===== src/dcc_consts.svh =====
// Summary of operation
// - The host-to-card beat counter is 42 bits, counts each valid read beat while monitoring and the channel both run, low word at 0xCC and bits 41:32 at 0xD0.
// - Bit 16 of the upper beat-count word is a read-only flag that sets once the counter reaches all ones.
// - The beat counter clears only through the monitor clear and auto controls, never by writes to the count words.
// - The identity word is read-only with subsystem code, target code, channel number and version in their fields.
// - Identity bit 15 reads 1 for a streaming user interface and 0 for memory-mapped.
// - Control bit 27 suppresses metadata writeback on a streaming channel and does nothing on a memory-mapped one.
// - Control bit 26 makes the channel write back the completed descriptor count on each completed descriptor carrying the completed flag, except at a run rise.
// - An all-ones descriptor-error enable field logs descriptor errors and stops the engine on one.
// - An all-ones read-error enable field logs read errors and stops the engine on one.
// - Each enable in control bits 6 to 1 lets its matching status condition be logged.
// - Control bit 0 starts the engine; clearing it stops the engine after the descriptor in progress.
// - A condition is logged only when enabled, and raises the interrupt only when its mask bit is also set.
// - Setting the run bit clears the logged status conditions.
// - The completed descriptor count clears on each rising edge of run and counts every completed descriptor except one finishing on that edge.
`ifndef DCC_CONSTS_SVH
`define DCC_CONSTS_SVH

`define DCC_OFS_IDENT 8'h00
`define DCC_OFS_CTRL 8'h04
`define DCC_OFS_CTRL_SET 8'h08
`define DCC_OFS_CTRL_CLR 8'h0C
`define DCC_OFS_STAT 8'h40
`define DCC_OFS_STAT_RC 8'h44
`define DCC_OFS_DONE_CNT 8'h48
`define DCC_OFS_ALIGN 8'h4C
`define DCC_OFS_WB_LO 8'h88
`define DCC_OFS_WB_HI 8'h8C
`define DCC_OFS_MASK 8'h90
`define DCC_OFS_MASK_SET 8'h94
`define DCC_OFS_MASK_CLR 8'h98
`define DCC_OFS_PMON 8'hC0
`define DCC_OFS_CYC_LO 8'hC4
`define DCC_OFS_CYC_HI 8'hC8
`define DCC_OFS_BEAT_LO 8'hCC
`define DCC_OFS_BEAT_HI 8'hD0

`define DCC_CTRL_WMASK 32'h0EF83E7F
`define DCC_STAT_WMASK 32'h00F83E7E
`define DCC_CTRL_RESET 32'h00000000
`define DCC_STAT_RESET 32'h00000000
`define DCC_MASK_RESET 32'h00000000

`define DCC_BIT_RUN 0
`define DCC_BIT_DESC_HALT 1
`define DCC_BIT_DESC_DONE 2
`define DCC_BIT_MISALIGN 3
`define DCC_BIT_BAD_SIG 4
`define DCC_BIT_BAD_LEN 5
`define DCC_BIT_IDLE_HALT 6
`define DCC_BIT_NON_INC 25
`define DCC_BIT_WB_ON 26
`define DCC_BIT_NO_META 27
`define DCC_RD_ERR_LSB 9
`define DCC_DESC_ERR_LSB 19
`define DCC_ERR_ALL 5'h1F
`define DCC_BIT_STREAM 15
`define DCC_BIT_MAXED 16

`define DCC_PM_AUTO 0
`define DCC_PM_CLEAR 1
`define DCC_PM_RUN 2

`define DCC_CNT_W 42
`define DCC_CNT_MAX 42'h3FFFFFFFFFF

`endif


===== src/dcc_pkg.sv =====
package dcc_pkg;

	// Conditions reported by the engine, one-cycle pulses except busy.
	typedef struct packed {
		logic busy;
		logic desc_done;
		logic desc_done_flag;
		logic desc_stop_flag;
		logic [4:0] desc_error;
		logic [4:0] read_error;
		logic bad_length;
		logic bad_signature;
		logic misalignment;
		logic read_beat_valid;
	} dcc_engine_evt_s;

	// Controls handed to the engine and its movers.
	typedef struct packed {
		logic run;
		logic fault_halt;
		logic meta_writeback_off;
		logic fixed_read_addr;
		logic completion_writeback_on;
		logic [63:0] writeback_addr;
	} dcc_engine_ctl_s;

	// Completed-count writeback request.
	typedef struct packed {
		logic valid;
		logic [31:0] count;
	} dcc_writeback_s;

	typedef enum logic [2:0] {
		DCC_ST_IDLE = 3'b001,
		DCC_ST_RUN = 3'b010,
		DCC_ST_DRAIN = 3'b100
	} dcc_run_state_e;

endpackage


===== src/dcc_channel_regs.sv =====
`timescale 1ns/1ps
`include "dcc_consts.svh"

module dcc_channel_regs #(
	parameter logic [11:0] SUBSYS_CODE = 12'hA5C, // Arbitrary neutral value.
	parameter logic [3:0] TARGET_CODE = 4'h1,
	parameter logic STREAM_IF = 1'b0,
	parameter logic [3:0] CHANNEL_NUM = 4'h0,
	parameter logic [7:0] VERSION_CODE = 8'h3C, // Arbitrary neutral value.
	parameter logic [7:0] ADDR_ALIGN = 8'h01,
	parameter logic [7:0] LEN_GRAN = 8'h01,
	parameter logic [7:0] ADDR_BITS = 8'h40
) (
	// Clock and reset.
	input wire logic pclk,
	input wire logic presetn,
	// APB slave.
	input wire logic psel,
	input wire logic penable,
	input wire logic pwrite,
	input wire logic [7:0] paddr,
	input wire logic [31:0] pwdata,
	output logic [31:0] prdata,
	output logic pready,
	output logic pslverr,
	// Engine side.
	input wire dcc_pkg::dcc_engine_evt_s engine_evt,
	output dcc_pkg::dcc_engine_ctl_s engine_ctl,
	output dcc_pkg::dcc_writeback_s writeback,
	// Interrupt.
	output logic irq
);
	import dcc_pkg::*;

	logic [31:0] ctrl_ff;
	logic [31:0] nxt_ctrl;
	logic [31:0] stat_ff;
	logic [31:0] nxt_stat;
	logic [31:0] mask_ff;
	logic [31:0] wb_lo_ff;
	logic [31:0] wb_hi_ff;
	logic [31:0] done_cnt_ff;
	logic [2:0] pm_ff;
	logic halt_ff;
	logic [31:0] prdata_ff;
	logic pslverr_ff;
	logic [`DCC_CNT_W-1:0] cnt_ff [2];
	logic [1:0] maxed_ff;
	logic [1:0] cnt_inc;
	dcc_run_state_e state_ff;
	dcc_writeback_s wb_ff;
	logic wr;
	logic rd_acc;
	logic setup;
	logic run_rise;
	logic idle_evt;
	logic desc_fault;
	logic read_fault;
	logic pm_clear;
	logic pm_active;
	logic [31:0] stat_evt;
	logic [31:0] ident;
	logic [31:0] rd_mux;
	logic mapped;

	// Zero-wait slave: every access phase completes in one cycle.
	assign pready = 1'b1;
	assign setup = psel & ~penable;
	assign wr = psel & penable & pwrite;
	assign rd_acc = psel & penable & ~pwrite;
	assign prdata = prdata_ff;
	assign pslverr = pslverr_ff;

	// Identity fields are constants; reserved bits 14:12 stay zero.
	assign ident = {SUBSYS_CODE, TARGET_CODE, STREAM_IF, 3'h0, CHANNEL_NUM, VERSION_CODE};

	// Next control value from plain, set and clear views; reserved bits never load.
	always_comb
	begin
		nxt_ctrl = ctrl_ff;
		if (wr && paddr == `DCC_OFS_CTRL)
		begin
			nxt_ctrl = pwdata & `DCC_CTRL_WMASK;
		end
		else if (wr && paddr == `DCC_OFS_CTRL_SET)
		begin
			nxt_ctrl = ctrl_ff | (pwdata & `DCC_CTRL_WMASK);
		end
		else if (wr && paddr == `DCC_OFS_CTRL_CLR)
		begin
			nxt_ctrl = ctrl_ff & ~(pwdata & `DCC_CTRL_WMASK);
		end
	end

	assign run_rise = nxt_ctrl[`DCC_BIT_RUN] & ~ctrl_ff[`DCC_BIT_RUN];

	// Control register.
	always_ff @(posedge pclk or negedge presetn)
	begin
		if (!presetn)
		begin
			ctrl_ff <= `DCC_CTRL_RESET;
		end
		else
		begin
			ctrl_ff <= nxt_ctrl;
		end
	end

	// A fault with a fully enabled field holds the engine stopped until run is set again.
	assign desc_fault = (ctrl_ff[`DCC_DESC_ERR_LSB +: 5] == `DCC_ERR_ALL) &&
		(engine_evt.desc_error != 5'h00);
	assign read_fault = (ctrl_ff[`DCC_RD_ERR_LSB +: 5] == `DCC_ERR_ALL) &&
		(engine_evt.read_error != 5'h00);

	always_ff @(posedge pclk or negedge presetn)
	begin
		if (!presetn)
		begin
			halt_ff <= 1'b0;
		end
		else if (desc_fault || read_fault)
		begin
			halt_ff <= 1'b1;
		end
		else if (run_rise)
		begin
			halt_ff <= 1'b0;
		end
	end

	// Tracks a stop request until the engine drains its descriptor and goes idle.
	always_ff @(posedge pclk or negedge presetn)
	begin
		if (!presetn)
		begin
			state_ff <= DCC_ST_IDLE;
		end
		else
		begin
			case (state_ff)
				DCC_ST_IDLE:
				begin
					if (ctrl_ff[`DCC_BIT_RUN])
					begin
						state_ff <= DCC_ST_RUN;
					end
				end
				DCC_ST_RUN:
				begin
					if (!ctrl_ff[`DCC_BIT_RUN])
					begin
						state_ff <= DCC_ST_DRAIN;
					end
				end
				DCC_ST_DRAIN:
				begin
					if (ctrl_ff[`DCC_BIT_RUN])
					begin
						state_ff <= DCC_ST_RUN;
					end
					else if (!engine_evt.busy)
					begin
						state_ff <= DCC_ST_IDLE;
					end
				end
				default:
				begin
					state_ff <= DCC_ST_IDLE;
				end
			endcase
		end
	end

	assign idle_evt = (state_ff == DCC_ST_DRAIN) && !ctrl_ff[`DCC_BIT_RUN] && !engine_evt.busy;

	// Raw conditions laid out like the status word, then gated by their enables.
	always_comb
	begin
		stat_evt = 32'h00000000;
		stat_evt[`DCC_DESC_ERR_LSB +: 5] = engine_evt.desc_error;
		stat_evt[`DCC_RD_ERR_LSB +: 5] = engine_evt.read_error;
		stat_evt[`DCC_BIT_IDLE_HALT] = idle_evt;
		stat_evt[`DCC_BIT_BAD_LEN] = engine_evt.bad_length;
		stat_evt[`DCC_BIT_BAD_SIG] = engine_evt.bad_signature;
		stat_evt[`DCC_BIT_MISALIGN] = engine_evt.misalignment;
		stat_evt[`DCC_BIT_DESC_DONE] = engine_evt.desc_done & engine_evt.desc_done_flag;
		stat_evt[`DCC_BIT_DESC_HALT] = engine_evt.desc_done & engine_evt.desc_stop_flag;
		stat_evt = stat_evt & ctrl_ff & `DCC_STAT_WMASK;
	end

	// Clearing by run, W1C or read-to-clear loses to a new event in the same cycle.
	always_comb
	begin
		nxt_stat = stat_ff;
		if (run_rise)
		begin
			nxt_stat = 32'h00000000;
		end
		else if (wr && paddr == `DCC_OFS_STAT)
		begin
			nxt_stat = stat_ff & ~(pwdata & `DCC_STAT_WMASK);
		end
		else if (rd_acc && paddr == `DCC_OFS_STAT_RC)
		begin
			// Only bits already returned clear, so an event logged at the setup edge survives.
			nxt_stat = stat_ff & ~(prdata_ff & `DCC_STAT_WMASK);
		end
		nxt_stat = nxt_stat | stat_evt;
	end

	// Status register.
	always_ff @(posedge pclk or negedge presetn)
	begin
		if (!presetn)
		begin
			stat_ff <= `DCC_STAT_RESET;
		end
		else
		begin
			stat_ff <= nxt_stat;
		end
	end

	// Interrupt mask with plain, set and clear views.
	always_ff @(posedge pclk or negedge presetn)
	begin
		if (!presetn)
		begin
			mask_ff <= `DCC_MASK_RESET;
		end
		else if (wr && paddr == `DCC_OFS_MASK)
		begin
			mask_ff <= pwdata & `DCC_STAT_WMASK;
		end
		else if (wr && paddr == `DCC_OFS_MASK_SET)
		begin
			mask_ff <= mask_ff | (pwdata & `DCC_STAT_WMASK);
		end
		else if (wr && paddr == `DCC_OFS_MASK_CLR)
		begin
			mask_ff <= mask_ff & ~(pwdata & `DCC_STAT_WMASK);
		end
	end

	assign irq = |(stat_ff & mask_ff);

	// Poll-mode writeback address.
	always_ff @(posedge pclk or negedge presetn)
	begin
		if (!presetn)
		begin
			wb_lo_ff <= 32'h00000000;
			wb_hi_ff <= 32'h00000000;
		end
		else if (wr && paddr == `DCC_OFS_WB_LO)
		begin
			wb_lo_ff <= pwdata;
		end
		else if (wr && paddr == `DCC_OFS_WB_HI)
		begin
			wb_hi_ff <= pwdata;
		end
	end

	// Completed descriptor count; the run edge wins so a new list starts from zero.
	always_ff @(posedge pclk or negedge presetn)
	begin
		if (!presetn)
		begin
			done_cnt_ff <= 32'h00000000;
		end
		else if (run_rise)
		begin
			done_cnt_ff <= 32'h00000000;
		end
		else if (engine_evt.desc_done)
		begin
			done_cnt_ff <= done_cnt_ff + 32'h00000001;
		end
	end

	// Writeback request carries the count including the descriptor just completed.
	always_ff @(posedge pclk or negedge presetn)
	begin
		if (!presetn)
		begin
			wb_ff <= '0;
		end
		else
		begin
			wb_ff.valid <= ctrl_ff[`DCC_BIT_WB_ON] & engine_evt.desc_done &
				engine_evt.desc_done_flag & ~run_rise;
			wb_ff.count <= done_cnt_ff + 32'h00000001;
		end
	end

	assign writeback = wb_ff;

	// Controls to the engine; metadata suppression only exists on a streaming build.
	always_comb
	begin
		engine_ctl.run = ctrl_ff[`DCC_BIT_RUN] & ~halt_ff;
		engine_ctl.fault_halt = halt_ff;
		engine_ctl.meta_writeback_off = ctrl_ff[`DCC_BIT_NO_META] & STREAM_IF;
		engine_ctl.fixed_read_addr = ctrl_ff[`DCC_BIT_NON_INC];
		engine_ctl.completion_writeback_on = ctrl_ff[`DCC_BIT_WB_ON];
		engine_ctl.writeback_addr = {wb_hi_ff, wb_lo_ff};
	end

	// Monitor control; clear is a write-only strobe and never stored.
	always_ff @(posedge pclk or negedge presetn)
	begin
		if (!presetn)
		begin
			pm_ff <= 3'h0;
		end
		else if (wr && paddr == `DCC_OFS_PMON)
		begin
			pm_ff <= {pwdata[`DCC_PM_RUN], 1'b0, pwdata[`DCC_PM_AUTO]};
		end
		else if (pm_ff[`DCC_PM_AUTO] && engine_evt.desc_done && engine_evt.desc_stop_flag)
		begin
			pm_ff[`DCC_PM_RUN] <= 1'b0;
		end
	end

	// Counters are only cleared from the monitor control, never by writes to them.
	assign pm_clear = (wr && paddr == `DCC_OFS_PMON && pwdata[`DCC_PM_CLEAR]) ||
		(pm_ff[`DCC_PM_AUTO] && run_rise);
	assign pm_active = pm_ff[`DCC_PM_RUN] & ctrl_ff[`DCC_BIT_RUN];
	assign cnt_inc[0] = pm_active;
	assign cnt_inc[1] = pm_active & engine_evt.read_beat_valid;

	// Index 0 counts cycles, index 1 counts read beats; both saturate at all ones.
	for (genvar i = 0; i < 2; i++)
	begin : g_cnt
		always_ff @(posedge pclk or negedge presetn)
		begin
			if (!presetn)
			begin
				cnt_ff[i] <= '0;
				maxed_ff[i] <= 1'b0;
			end
			else if (pm_clear)
			begin
				cnt_ff[i] <= '0;
				maxed_ff[i] <= 1'b0;
			end
			else
			begin
				if (cnt_inc[i] && cnt_ff[i] != `DCC_CNT_MAX)
				begin
					cnt_ff[i] <= cnt_ff[i] + 42'h00000000001;
				end
				if (cnt_ff[i] == `DCC_CNT_MAX)
				begin
					maxed_ff[i] <= 1'b1;
				end
			end
		end
	end

	// Read decode; unmapped offsets read zero and flag an error.
	always_comb
	begin
		rd_mux = 32'h00000000;
		mapped = 1'b1;
		case (paddr)
			`DCC_OFS_IDENT: rd_mux = ident;
			`DCC_OFS_CTRL: rd_mux = ctrl_ff;
			`DCC_OFS_CTRL_SET: rd_mux = ctrl_ff;
			`DCC_OFS_CTRL_CLR: rd_mux = ctrl_ff;
			`DCC_OFS_STAT: rd_mux = stat_ff | {31'h00000000, engine_evt.busy};
			`DCC_OFS_STAT_RC: rd_mux = stat_ff | {31'h00000000, engine_evt.busy};
			`DCC_OFS_DONE_CNT: rd_mux = done_cnt_ff;
			`DCC_OFS_ALIGN: rd_mux = {8'h00, ADDR_ALIGN, LEN_GRAN, ADDR_BITS};
			`DCC_OFS_WB_LO: rd_mux = wb_lo_ff;
			`DCC_OFS_WB_HI: rd_mux = wb_hi_ff;
			`DCC_OFS_MASK: rd_mux = mask_ff;
			`DCC_OFS_MASK_SET: rd_mux = mask_ff;
			`DCC_OFS_MASK_CLR: rd_mux = mask_ff;
			`DCC_OFS_PMON: rd_mux = {29'h00000000, pm_ff};
			`DCC_OFS_CYC_LO: rd_mux = cnt_ff[0][31:0];
			`DCC_OFS_CYC_HI: rd_mux = {15'h0000, maxed_ff[0], 6'h00, cnt_ff[0][41:32]};
			`DCC_OFS_BEAT_LO: rd_mux = cnt_ff[1][31:0];
			`DCC_OFS_BEAT_HI: rd_mux = {15'h0000, maxed_ff[1], 6'h00, cnt_ff[1][41:32]};
			default: mapped = 1'b0;
		endcase
	end

	// Read data and error are captured in the setup cycle and held through the access.
	always_ff @(posedge pclk or negedge presetn)
	begin
		if (!presetn)
		begin
			prdata_ff <= 32'h00000000;
			pslverr_ff <= 1'b0;
		end
		else if (setup)
		begin
			prdata_ff <= pwrite ? 32'h00000000 : rd_mux;
			pslverr_ff <= ~mapped;
		end
		else if (!psel)
		begin
			prdata_ff <= 32'h00000000;
			pslverr_ff <= 1'b0;
		end
	end

endmodule


===== config.mk =====
export PLATFORM = sky130hd
export DESIGN_NAME = dcc_channel_regs
export DESIGN_NICKNAME = d
export VERILOG_FILES = /design/src/dcc_pkg.sv /design/src/dcc_channel_regs.sv
export VERILOG_INCLUDE_DIRS = /design/src /design/src/src
export SDC_FILE = /design/constraint.sdc
export NUM_CORES = 1
export LEC_CHECK = 0
export BUFFER_PORTS_ARGS = -buffer_cell sky130_fd_sc_hd__buf_2
export CAP_MARGIN = 5
export CORE_UTILIZATION = 55
export DETAILED_ROUTE_END_ITERATION = 6
export PLACE_DENSITY = 0.81
export REMOVE_ABC_BUFFERS = 1
export SLEW_MARGIN = 20
export SYNTH_ARGS = -nofsm -noshare
export SYNTH_HDL_FRONTEND = slang
export SYNTH_SLANG_ARGS = --single-unit

===== constraint.sdc =====
create_clock -name pclk -period 6.2 [get_ports pclk]
set_clock_uncertainty 0.1 [all_clocks]
set_input_delay 0.62 -clock pclk [delete_from_list [all_inputs] [get_ports pclk]]
set_output_delay 0.62 -clock pclk [all_outputs]
set_load 0.01 [all_outputs]

-- Yosys cells after proc, flatten, opt, wreduce, memory -nomap -nowiden
Index checks and enable logic that the tools add are counted.
- logic and storage cells: 164
- register bits: 350
- bits of input ports: 63
- output and inout port bits: 137
- reduce and logical (&&, ||, !) cells: 44
- multiplexer cells: 35
- equality and inequality tests: 30
- $add $sub $neg: 3
- bitwise logic cells: 33
- operators with widths (kind ; number):
    32-bit two-way mux ; 14
    32-bit case mux with 13 select lines ; 1
    42-bit two-way mux ; 4
    32-bit bitwise AND ; 5
    42-bit by 1-bit adder with 42-bit output, second input constant ; 2
    42-bit == test, second input constant ; 2
    42-bit != test, second input constant ; 2
    8-bit == test, second input constant ; 10
    24-bit NOT with 32-bit output ; 2
    32-bit by 24-bit OR with 32-bit output ; 2
    32-bit by 1-bit adder with 32-bit output, second input constant ; 1
    8-bit by 7-bit == test with 1-bit output, second input constant ; 4
    28-bit NOT with 32-bit output ; 1
    32-bit by 1-bit OR with 32-bit output ; 1
    32-bit by 28-bit OR with 32-bit output ; 1
    32-bit OR reduction ; 1
    24-bit bitwise AND ; 1
    1-bit logical AND ; 21
    18-bit OR reduction ; 1
    8-bit by 4-bit == test with 1-bit output, second input constant ; 2
    2-bit nonzero test ; 7
    1-bit bitwise AND ; 13
    3-bit two-way mux ; 4
    1-bit two-way mux ; 11
    19 further kinds ; 32

-- Depth between registers and ports, before layout
- depth in word-level cells: 10
- gate-level depth with buffers: 9
- mapped depth without buffers: 6

-- Least setup slack after synthesis
Ideal clock, no wire load.
- path kind: input to register
- start: in paddr[5]
- end: reg cnt_ff[69] (netlist bit)
- path slack: 3.634 ns
- data arrival time: 2.344 ns
- required time: 5.978 ns
- cell stages on the path: 8
- buffers on the path: 3
- library setup time: 0.122 ns
- cell sequence: buf_6 -> or4_4 -> buf_6 -> nor4_4 -> a21oi_2 -> buf_6 -> o211ai_2 -> nand2_1
- cells in the longest elaborated chain, start to end: 9
- elaborated cells on any way between the ends: 17
- classes of those cells: eq/ne (4); mux (4); bitwise (1); reduce/logical (8)
- RTL lines (what ; RTL line ; source):
    start: declaration ; dcc_channel_regs.sv:21 ; input wire logic [7:0] paddr,
    8-bit by 4-bit == test with 1-bit output ; n/a ;
    1-bit logical AND (no source line) ; n/a ;
    32-bit two-way mux ; dcc_channel_regs.sv:89 ; else if (wr && paddr == `DCC_OFS_CTRL_CLR)
    32-bit two-way mux ; dcc_channel_regs.sv:85 ; else if (wr && paddr == `DCC_OFS_CTRL_SET)
    32-bit two-way mux ; dcc_channel_regs.sv:81 ; if (wr && paddr == `DCC_OFS_CTRL)
    1-bit bitwise AND ; dcc_channel_regs.sv:95 ; assign run_rise = nxt_ctrl[`DCC_BIT_RUN] & ~ctrl_ff[`DCC_BIT_RUN];
    1-bit logical AND ; dcc_channel_regs.sv:330 ; (pm_ff[`DCC_PM_AUTO] && run_rise);
    1-bit logical OR (*) ; dcc_channel_regs.sv:329 ; assign pm_clear = (wr && paddr == `DCC_OFS_PMON && pwdata[`DCC_PM_CLEAR]) ||
    42-bit two-way mux / 2-bit nonzero test (equally long branches) ; n/a ;
    end signal: indexed assignment ; dcc_channel_regs.sv:354 ; cnt_ff[i] <= cnt_ff[i] + 42'h00000000001;
    end: declaration ; dcc_channel_regs.sv:47 ; logic [`DCC_CNT_W-1:0] cnt_ff [2];
Mark *: on every way between the ends. The rest lies on a longest branch, timed or not. The select of a mux whose other input is x is not followed.
A chain may end at the register's enable or synchronous reset.

-- Worst setup path in the final report
- start: reg ctrl_ff[0]
- end: reg cnt_ff[72] (netlist bit)
- cells in the longest elaborated chain, start to end: 8
- elaborated cells on any way between the ends: 13
- classes of those cells: mux (4); bitwise (5); reduce/logical (4)
- RTL lines (what ; RTL line ; source):
    start: declaration ; dcc_channel_regs.sv:35 ; logic [31:0] ctrl_ff;
    start signal: assignment ; dcc_channel_regs.sv:102 ; ctrl_ff <= `DCC_CTRL_RESET;
    start signal: assignment ; dcc_channel_regs.sv:106 ; ctrl_ff <= nxt_ctrl;
    32-bit bitwise AND ; dcc_channel_regs.sv:91 ; nxt_ctrl = ctrl_ff & ~(pwdata & `DCC_CTRL_WMASK);
    32-bit two-way mux ; dcc_channel_regs.sv:89 ;
    32-bit two-way mux ; dcc_channel_regs.sv:85 ;
    32-bit two-way mux ; dcc_channel_regs.sv:81 ;
    1-bit bitwise AND ; dcc_channel_regs.sv:95 ;
    1-bit logical AND ; dcc_channel_regs.sv:330 ;
    1-bit logical OR ; dcc_channel_regs.sv:329 ;
    42-bit two-way mux / 2-bit nonzero test (equally long branches) ; n/a ;
Parallel ways exist; a longest one is shown, timed or not. The select of a mux whose other input is x is not followed.

==> reports/results.ini <==
[pwr]
power_frac_seq=0.480
p_int_mw=3.355
ir_worst_vdd_v=0.0001432
power.leakage_nw=8.300
power_frac_clock=0.442
p_sw_mw=1.169
switching_share=0.2585
finalPower_mw=4.525
comb_power_share=0.079
power.density_nw_per_um2=243.4

[routing]
routedWlPerCell_um=26.21
drt_wl_total_mm=57.77
drtPass1Iterations=6
drt_iter0_markers=2052
antenna_left=0
num_vias=15657
via_per_inst=7.104
drc=0

[clock_tree]
clkSinkCount=306
cts_buffers=34
post_cts_buffers=0
path_clk_slew_ns=0.06
clk_root_buffer_cell=clkbuf_16
ctsResizeCount=0
tritoncts=done
hold_buffers=0
clk_latency_ns=0.52
h-tree-depth=2
clockBufferDepth=3

[sta]
rsz0062_at_grt=false
setup_viol=0
max_freq_mhz=297.6
drv_slew=0
slew_headroom=0.2184
whs_ns=-0.01374
fin_crit_ns=3.360
finalHoldViolations=1
worstMarginPinSlew_ns=1.172
setup_tns_ns=0
period_share=0.5420

[synth]
synth.yosys.seq_area_share=0.4695
ys_types=77
synth_cells=1667
synth_seq_cells=306
synth_ff_type=dfrtp_1
syn_avg_cell_area_sq_um=9.786
async_flop_share=1.000
synth_edf_count=0
synth_warnings=0
synth_area_sq_um=16310

[setup_path]
crit_arrival_ns=3.69
worst_ep_required_time_ns=6.53
worst-path-buf-inv=0
critPathMaxStageDelay_ns=0.97
endpoint_kind=flop
path_max_fanout=17
start_kind=flop
slowest_stage=dfrtp_1
path_class=flop to flop
worstPathCellList=nand2_1 > nor3_1 > o2111ai_1 > or4_1 > a21oi_1
cpLargestDelayFamily=simple AND/OR/NAND/NOR gates

[layout]
area_growth_pct=13.94
layout-drive-gt1-share=0.2133
nNetsFinal=1865

[global_route]
antenna_found_initial=2
grt_pass1_wl_mm=87.81
grt-ovfl-total=0
grt_pass1_vias=14878
track_usage=0.3780
grt_max_degree=170

[floorplan]
io_pins=200
start_util=0.5638
dieHeight_um=174.2
core_area_sq_um=28940
rows=62
die_area_sq_um=30350
die_w_um=174.2

[run_status]
status=finished with violations
violations=hold timing

[run]
cap_violations=0

[placed_design]
gp_congestion=0.9741
dp_hpwl_mm=40.56
port_buffers=197

[hold_path]
worst_hold_path_type=input pin to asynchronous set/reset pin

==> cells in the final DEF (no fill, tap or decap), types with 19 or more instances in the layout <==
cell type	count
nand4_1	54
and3_1	24
nor2_1	95
nand2_1	151
xor2_1	35
o21ai_0	98
dfrtp_1	305
xnor2_1	23
clkbuf_16	35
or4_1	35
buf_4	21
a32o_1	27
a21oi_1	106
mux2_2	68
nand3_1	75
a211oi_1	20
o31ai_1	22
buf_2	196
nor3_1	19
or3_1	64
a22oi_1	58
==> power by group through the flow <==
stage	sequential [mW]	clock, mW	combinational [mW]
after floorplan	2.17	0	0.150
after global placement	2.19	0	0.339
after detailed placement	2.20	0	0.351
after CTS	2.16	2.01	0.353
after global routing	2.17	2.09	0.385
final	2.17	2.00	0.357
==> flip-flops by register name, indices dropped and copies added, names as in the netlist, 16 cells and up <==
name and flops:
cnt_ff 84, ctrl_ff 20, done_cnt_ff 32, mask_ff 16, prdata 32, stat_ff 16, wb_hi_ff 32, wb_lo_ff 32
writeback 33
==> final timing paths <==
path / cells after the start / to / startpoint / slack (ns)
min reg2reg: 1 / prdata[28] / prdata[28] / 0.39
min in group pclk: 2 / stat_ff[5] / engine_evt[3] / 0.23
min: 1 / cnt_ff[26] / presetn / -0.01
max: 5 / cnt_ff[72] / ctrl_ff[0] / 2.84
max reg2reg: 5 / cnt_ff[72] / ctrl_ff[0] / 2.84
max in group asynchronous: 2 / prdata[0] / presetn / 4.72
==> synthesized netlist by cell type (8+ instances only) <==
cell / count / area share
mux2i_1: 12 / 0.0074
a21o_1: 16 / 0.0074
a32oi_1: 16 / 0.0086
a221oi_1: 14 / 0.0075
a32o_1: 27 / 0.017
a21oi_1: 106 / 0.033
mux2_2: 68 / 0.047
inv_1: 15 / 0.0035
a31oi_1: 15 / 0.0058
and2_1: 12 / 0.0046
nor3_1: 21 / 0.0064
nand3_1: 75 / 0.023
nand4_1: 54 / 0.021
a22o_1: 13 / 0.0070
o31ai_1: 22 / 0.010
o211ai_2: 10 / 0.0077
a211oi_1: 20 / 0.0092
xnor2_1: 23 / 0.012
or4_1: 35 / 0.016
nor4_1: 12 / 0.0046
o211ai_1: 9 / 0.0041
dfrtp_1: 305 / 0.47
buf_2: 48 / 0.015
clkbuf_1: 59 / 0.014
nor3_2: 8 / 0.0049
xor2_1: 35 / 0.019
or3_1: 64 / 0.025
a22oi_1: 58 / 0.027
and4_1: 16 / 0.0086
nand2_1: 151 / 0.035
o21ai_0: 98 / 0.030
and3_1: 25 / 0.0096
nor2_1: 95 / 0.022
==> final cells by class <==
class                   count  area (sq um)
clock inverters            10         113.9
multi-input cells        1221          8120
inverters                  16         60.06
diodes                      1         2.502
flip-flops and latches    306          7659
clock buffers              46         967.2
fillers                  2349         10350
well taps                 384         480.5
repair buffers            220          1185
==> kinds of logic (layout without fill, tap and decap cells) <==
group,count (synthesis),in the layout,share of synthesized area
adder cells (fa/ha/maj),4,4,0.002915
other,2,3,0.0004604
AND/OR/NAND/NOR,614,614,0.2077
buffers and inverters,140,292,0.03935
multiplexers,82,82,0.05568
XOR/XNOR,58,58,0.03114
AO/OA/AOI/OAI,461,461,0.1933
flip-flops,306,306,0.4695
==> layer usage <==
layer  track usage  routed length (um)  vias up  share of wire
met5             0                   0        -              0
met4        0.1871                2932        0          0.051
met3       0.09055                7261      226           0.13
met2        0.5646               25730     1171           0.45
met1        0.5154               21840     7687           0.38
li1              -                   -     6573              -
==> per-stage QoR <==
step | utilization | setup WS [ns] | cells | instance area, sq um | hold WS, ns
CTS | 0.6417 | 2.989 | 2202 | 18570 | 0.03488
detailed placement | 0.6044 | 2.632 | 2146 | 17490 | 0.3783
global placement | 0.6044 | 2.758 | 2146 | 17490 | 0.3773
global route | 0.6423 | 2.674 | 2203 | 18590 | 0.05848
finish | 0.6424 | 2.840 | 2204 | 18590 | -0.01374
floorplan | - | 0.7422 | 1543 | 15730 | 0.2244
(Power assumes the default switching activity.)
